--- src/uic_pkg.sv ---
// Purpose: shared constants and types for the serial-port interrupt and enable control
// Assumes: plain register port, one clock, asynchronous active-low reset
// Notes: word offsets on the register port; data is 8 bits wide
package uic_pkg;
   localparam int ADDR_W = 4;
   localparam int DATA_W = 8;
   localparam int NUM_SRC = 4;
   // register offsets
   localparam logic [3:0] OFF_CTRL = 4'h0;  // control_reg_one
   localparam logic [3:0] OFF_MASK = 4'h1;  // interrupt_mask_reg
   localparam logic [3:0] OFF_FLAG = 4'h2;  // interrupt_flag_reg (read raw, write 1 sets)
   localparam logic [3:0] OFF_CLR = 4'h3;   // write 1 clears flags
   localparam logic [3:0] OFF_MSTAT = 4'h4; // flags gated by mask, read only
   localparam logic [3:0] OFF_VEC = 4'h5;   // vector, read clears top flag
   // source bit positions, lowest index has highest priority
   localparam int SRC_RX = 0;     // rx_char_irq
   localparam int SRC_TX = 1;     // tx_ready_irq
   localparam int SRC_ERR = 2;    // received erroneous character
   localparam int SRC_BRK = 3;    // break_char_irq
   localparam int CTRL_EN_BIT = 0;
   // reset values
   localparam logic CTRL_EN_RST = 1'b0;
   localparam logic [3:0] MASK_RST = 4'h0;
   localparam logic [3:0] FLAG_RST = 4'h0;
   localparam logic [7:0] RDATA_RST = 8'h00;
   // vector codes: 0 none, else 2*(index+1)
   localparam logic [7:0] VEC_NONE = 8'h00;
   typedef logic [NUM_SRC-1:0] uic_src_t;
endpackage

--- src/uic_src_if.sv ---
// Purpose: carries interrupt source state between the control top and its encoder
// Assumes: all signals in the one clock domain
// Notes: combinational path only
`timescale 1ns/100ps
interface uic_src_if;
   import uic_pkg::*;
   uic_src_t active;       // enabled pending sources
   logic [7:0] vecCode;    // vector code of winner
   uic_src_t winner;       // one-hot of winner, zero if none
   modport ctl (output active, input vecCode, input winner);
   modport enc (input active, output vecCode, output winner);
endinterface

--- src/uic_prio_enc.sv ---
// Purpose: picks the highest-priority enabled pending source
// Assumes: lowest bit index is highest priority
// Notes: pure combinational
`timescale 1ns/100ps
module uic_prio_enc (
   uic_src_if.enc src
);
   import uic_pkg::*;
   // scan from lowest priority upward so the highest one wins last
   always_comb begin
      src.vecCode = VEC_NONE;
      src.winner = '0;
      for (int i = NUM_SRC - 1; i >= 0; i--) begin
         if (src.active[i]) begin
            src.vecCode = 8'((i + 1) * 2);
            src.winner = uic_src_t'(1 << i);
         end
      end
   end
endmodule

--- src/uic_ctrl.sv ---
// Purpose: interrupt flags, masks, vector and module enable of a serial port
// Assumes: one-cycle strobes, read data valid the cycle after the read strobe
// Notes: hardware set wins over any clear in the same cycle
// Function
// - writing the clear register drops each selected pending flag
// - vector read drops the highest-priority pending enabled flag
// - only enabled pending sources drive the interrupt output
// - receive, transmit-ready and error sources each have a mask bit
// - break character is a separately enabled source
// - clearing module enable halts transmit and receive
// - setting module enable resumes transmit and receive
// - a read of the masked status register returns flags gated by their enables
`timescale 1ns/100ps
module uic_ctrl (
   input wire logic clk,
   input wire logic rst_n,
   input wire logic [uic_pkg::ADDR_W-1:0] regAddr,
   input wire logic [uic_pkg::DATA_W-1:0] regWdata,
   input wire logic regWr,
   input wire logic regRd,
   output logic [uic_pkg::DATA_W-1:0] regRdata,
   input wire logic rxCharEvt,
   input wire logic txReadyEvt,
   input wire logic rxErrEvt,
   input wire logic breakCharEvt,
   output logic portEnable,
   output logic irqOut
);
   import uic_pkg::*;

   typedef struct packed {
      logic ctrlEn;
      uic_src_t mask;
      uic_src_t flags;
      logic [DATA_W-1:0] rdata;
      logic irq;
   } uic_state_t;

   uic_state_t state_reg;
   uic_state_t state_next;
   uic_src_t hwSet;
   uic_src_t clrSel;
   uic_src_t setSel;

   uic_src_if srcBus ();

   uic_prio_enc u_prio (
      .src(srcBus)
   );

   // gate raw events while the port is halted
   // halt when off
   always_comb begin
      hwSet = '0;
      hwSet[SRC_RX] = rxCharEvt & state_reg.ctrlEn;
      hwSet[SRC_TX] = txReadyEvt & state_reg.ctrlEn;
      hwSet[SRC_ERR] = rxErrEvt & state_reg.ctrlEn;
      hwSet[SRC_BRK] = breakCharEvt & state_reg.ctrlEn;
   end

   assign srcBus.active = state_reg.flags & state_reg.mask;

   // software sets and clears: flag register write sets, explicit clear register plus vector read clear
   always_comb begin
      clrSel = '0;
      setSel = '0;
      if (regWr && regAddr == OFF_CLR) begin
         clrSel = regWdata[NUM_SRC-1:0];
      end
      if (regWr && regAddr == OFF_FLAG) begin
         setSel = regWdata[NUM_SRC-1:0];
      end
      if (regRd && regAddr == OFF_VEC) begin
         clrSel = srcBus.winner;
      end
   end

   // next state; hardware set beats clear so no event is lost
   always_comb begin
      state_next = state_reg;
      state_next.flags = (state_reg.flags & ~clrSel) | setSel | hwSet;
      state_next.rdata = RDATA_RST;
      if (regWr) begin
         case (regAddr)
            OFF_CTRL: begin
               state_next.ctrlEn = regWdata[CTRL_EN_BIT];
            end
            OFF_MASK: begin
               state_next.mask = regWdata[NUM_SRC-1:0];
            end
            default: begin
            end
         endcase
      end
      if (regRd) begin
         case (regAddr)
            OFF_CTRL: state_next.rdata = {7'h00, state_reg.ctrlEn};
            OFF_MASK: state_next.rdata = {4'h0, state_reg.mask};
            OFF_FLAG: state_next.rdata = {4'h0, state_reg.flags};
            OFF_MSTAT: state_next.rdata = {4'h0, srcBus.active};
            OFF_VEC: state_next.rdata = srcBus.vecCode;
            default: state_next.rdata = RDATA_RST; // unmapped reads zero
         endcase
      end
      state_next.irq = |(state_next.flags & state_next.mask);
   end

   // state register
   always_ff @(posedge clk or negedge rst_n) begin
      if (!rst_n) begin
         state_reg <= '{ctrlEn: CTRL_EN_RST, mask: MASK_RST, flags: FLAG_RST,
                        rdata: RDATA_RST, irq: 1'b0};
      end else begin
         state_reg <= state_next;
      end
   end

   // outputs straight from flops
   assign regRdata = state_reg.rdata;
   assign portEnable = state_reg.ctrlEn;
   assign irqOut = state_reg.irq;
endmodule

--- config.mk ---
export PLATFORM = sky130hd
export DESIGN_NAME = uic_ctrl
export DESIGN_NICKNAME = d
export VERILOG_FILES = /design/src/uic_pkg.sv /design/src/uic_src_if.sv /design/src/uic_prio_enc.sv /design/src/uic_ctrl.sv
export SDC_FILE = /design/constraint.sdc
export NUM_CORES = 1
export LEC_CHECK = 0
export ABC_AREA = 1
export BUFFER_PORTS_ARGS = -buffer_cell sky130_fd_sc_hd__buf_2
export CAP_MARGIN = 25
export CORE_UTILIZATION = 53
export DETAILED_ROUTE_END_ITERATION = 10
export PLACE_DENSITY = 0.83
export SETUP_SLACK_MARGIN = 0.02
export SLEW_MARGIN = 30
export SYNTH_ARGS = -nofsm -noshare
export SYNTH_HDL_FRONTEND = slang
export SYNTH_SLANG_ARGS = --single-unit
--- constraint.sdc ---
create_clock -name clk -period 3.5 [get_ports clk]
set_clock_uncertainty 0.05 [all_clocks]
set_input_delay 0.175 -clock clk [delete_from_list [all_inputs] [get_ports clk]]
set_output_delay 0.175 -clock clk [all_outputs]
set_load 0.01 [all_outputs]
==> results.json <==
{
  "outcome": "complete, but fails checks",
  "violations": "design-rule violations",
  "relative_area_change_from_synthesis_to_final_layout_pct": 12.7,
  "cts_made_buffers": 3,
  "design.core.area_um2": 1560,
  "route.vias.total": 934,
  "maxSlewHeadroom_pct": 63.3,
  "ys_top_cells_by_area": "sky130_fd_sc_hd__dfrtp_1 (38%), sky130_fd_sc_hd__nand2_1 (16%), sky130_fd_sc_hd__inv_1 (7.7%), sky130_fd_sc_hd__buf_4 (6.5%), sky130_fd_sc_hd__nand3_1 (6.0%)",
  "cts_buffer_depth": 2,
  "max_transition_viols_final": 0,
  "clock_sink_count": 14,
  "fp.dieH_um": 43.7,
  "worstSetupStartpointType": "input port",
  "largest_register_ffs": 8,
  "num-fill-cells": 134,
  "antenna_found_initial": 0,
  "syn-mean-instance-area_um2": 6.84,
  "grt.total_usage_pct": 22.9,
  "reg2reg_depth": 10,
  "post-place-cells": 166,
  "total_number_of_yosys_warnings": 0,
  "grt_max_degree": 15,
  "drt_drc_violations_left": 1,
  "crit_path_end_kind": "flip-flop",
  "num-nets-final": 176,
  "design.portCount": 30,
  "die_w_um": 43.7,
  "leakagePower_nw": 0.570,
  "maxCapViolations": 0,
  "hold-path-cell-count": 3,
  "layout.cell_area.non_filler_um2": 1040,
  "power_per_cell_area_nw_per_um2": 440,
  "fin_crit_sh_pct": 37.5,
  "finalWirelength_mm": 1.99,
  "tritoncts": "built",
  "synth_cell_types": 18,
  "via_per_inst": 5.46,
  "firstDrtPassIters": 7,
  "ys_seq_elements": 14,
  "final_period_minus_worst_setup_slack_ps": 1310,
  "post_dp_hpwl_mm": 1.50,
  "cts.htree.levels": 1,
  "most-common-layout-cells": "sky130_fd_sc_hd__nand2_1 (40), sky130_fd_sc_hd__buf_2 (21), sky130_fd_sc_hd__inv_1 (19)",
  "fin_tns_setup_ps": 0,
  "timing_hold_violations_final": 0,
  "fp-row-count": 14,
  "transition_time_at_the_pin_with_the_least_slew_margin_ps": 550,
  "synthesis.instances": 135,
  "crit_type": "input port to flip-flop",
  "route.detailed.wl_per_inst_um": 11.6,
  "arrival_ps": 1440,
  "grt_setup_unrepaired": "false",
  "finalWeightedCongestion": 0.810,
  "crit_fanout": 13,
  "fin_cells": 171,
  "share_of_synthesized_area_occupied_by_flip_flops_and_latches_pct": 37.9,
  "mostFrequentLayoutCell": "sky130_fd_sc_hd__nand2_1",
  "grt_remaining_overflow": 0,
  "maxClockFrequency_ghz": 0.762,
  "finalSetupViolations": 0,
  "place_area_um2": 995,
  "floorplan.initialDensity_pct": 59.2,
  "portBuffers": 21,
  "worst_hold_path_type": "input port to flip-flop",
  "synth_largest_type_area_fraction_pct": 37.9,
  "grt_first_pass_wirelength_mm": 3.32,
  "drtIter0Drc": 34,
  "antenna_cells_inserted": 0,
  "max-vdd-ir-drop_mv": 0.326,
  "share_of_final_layout_standard_cells_stronger_than_drive_strength_1_pct": 23.9,
  "clk_transition_reported_paths_ps": 90,
  "grt_pass1_vias": 796,
  "detail-route-antenna-nets": 0,
  "root_buffer": "sky130_fd_sc_hd__clkbuf_4",
  "worst-endpoint-required_ps": 3630,
  "netlist_area_um2": 923,
  "synth_top_area_cell": "sky130_fd_sc_hd__dfrtp_1",
  "die-area_um2": 1910,
  "clock_latency_reported_for_the_late_side_of_the_worst_skew_pair_ps": 280
}
-- power breakdown --
part           internal (mW)  switching, mW
Sequential             0.188         0.0265
Clock                 0.0632         0.0550
Combinational         0.0461         0.0790
-- critical path, stage by stage --
cell                      delay, ps
sky130_fd_sc_hd__buf_2          120
sky130_fd_sc_hd__nor2_2         450
sky130_fd_sc_hd__nand3_2        270
sky130_fd_sc_hd__nand2_1        130
sky130_fd_sc_hd__o21ai_1         80
sky130_fd_sc_hd__nand2_1         70
sky130_fd_sc_hd__nand2_1         50
sky130_fd_sc_hd__inv_1           50
sky130_fd_sc_hd__nand2_1         50
-- per-stage QoR --
step / utilization, % / total power, mW / setup slack [ps] / hold slack [ps]
2_1_floorplan: - / 0.300 / 2350 / -171
3_3_place_gp: 63.8 / 0.334 / 1970 / 36.1
3_5_place_dp: 63.8 / 0.339 / 1890 / 41.1
4_1_cts: 66.8 / 0.457 / 2190 / 140
5_1_grt: 66.8 / 0.486 / 2050 / 144
6_report: 66.8 / 0.458 / 2190 / 145
-- layer usage --
metal,up-vias,track usage [%],wire [um]
li1,457,-,-
met1,428,29.8,880
met2,49,39.4,968
met3,0,5.00,139
met4,0,4.38,0
met5,-,0,0
-- final timing paths --
| kind | from | endpoint | slack (ps) |
|---|---|---|---|
| min | regWdata[1] | state_reg[14] | 150 |
| min in group asynchronous | rst_n | regRdata[0] | 260 |
| max reg2reg | state_reg[14] | irqOut | 2200 |
| min reg2reg | state_reg[10] | regRdata[1] | 520 |
| max | regAddr[3] | irqOut | 2190 |
| max in group asynchronous | rst_n | portEnable | 2900 |
-- cell usage after synthesis --
library cell              count
sky130_fd_sc_hd__nand3_2      2
sky130_fd_sc_hd__a31oi_1      3
sky130_fd_sc_hd__nor2_1       7
sky130_fd_sc_hd__nand2_1     40
sky130_fd_sc_hd__inv_1       19
sky130_fd_sc_hd__nand2_2      4
sky130_fd_sc_hd__nand4_1      4
sky130_fd_sc_hd__buf_4        8
sky130_fd_sc_hd__conb_1       1
sky130_fd_sc_hd__nor2_4       1
sky130_fd_sc_hd__inv_2        2
sky130_fd_sc_hd__nand3_1     11
sky130_fd_sc_hd__dfrtp_1     14
sky130_fd_sc_hd__nor2_2       3
sky130_fd_sc_hd__buf_2        1
sky130_fd_sc_hd__o21ai_1     10
sky130_fd_sc_hd__a21oi_1      4
sky130_fd_sc_hd__o21ai_0      1
-- logic make-up after synthesis --
family          after synthesis  share of synthesized area (%)
buf+inv                      30                           15.6
other cells                   1                          0.406
flops                        14                           37.9
compound gates               18                           10.2
simple gates                 72                           35.9
-- repair_timing --
item | in CTS | in global routing
resized for setup | 0 | 0
hold buffers | 1 | 0
setup buffers | 0 | 0
hold endpoints to repair | 14 | 0
-- final cells by class --
| class | instances | area [um2] | share of cell area [%] |
|---|---|---|---|
| repair buffers | 22 | 115 | 11.1 |
| clock buffers | 4 | 36.3 | 3.49 |
| multi-input cells | 94 | 440 | 42.3 |
| well taps | 16 | 20.0 | 1.92 |
| flip-flops and latches | 14 | 350 | 33.7 |
| inverters | 21 | 78.8 | 7.57 |
Power figures use the tool's default switching activity.
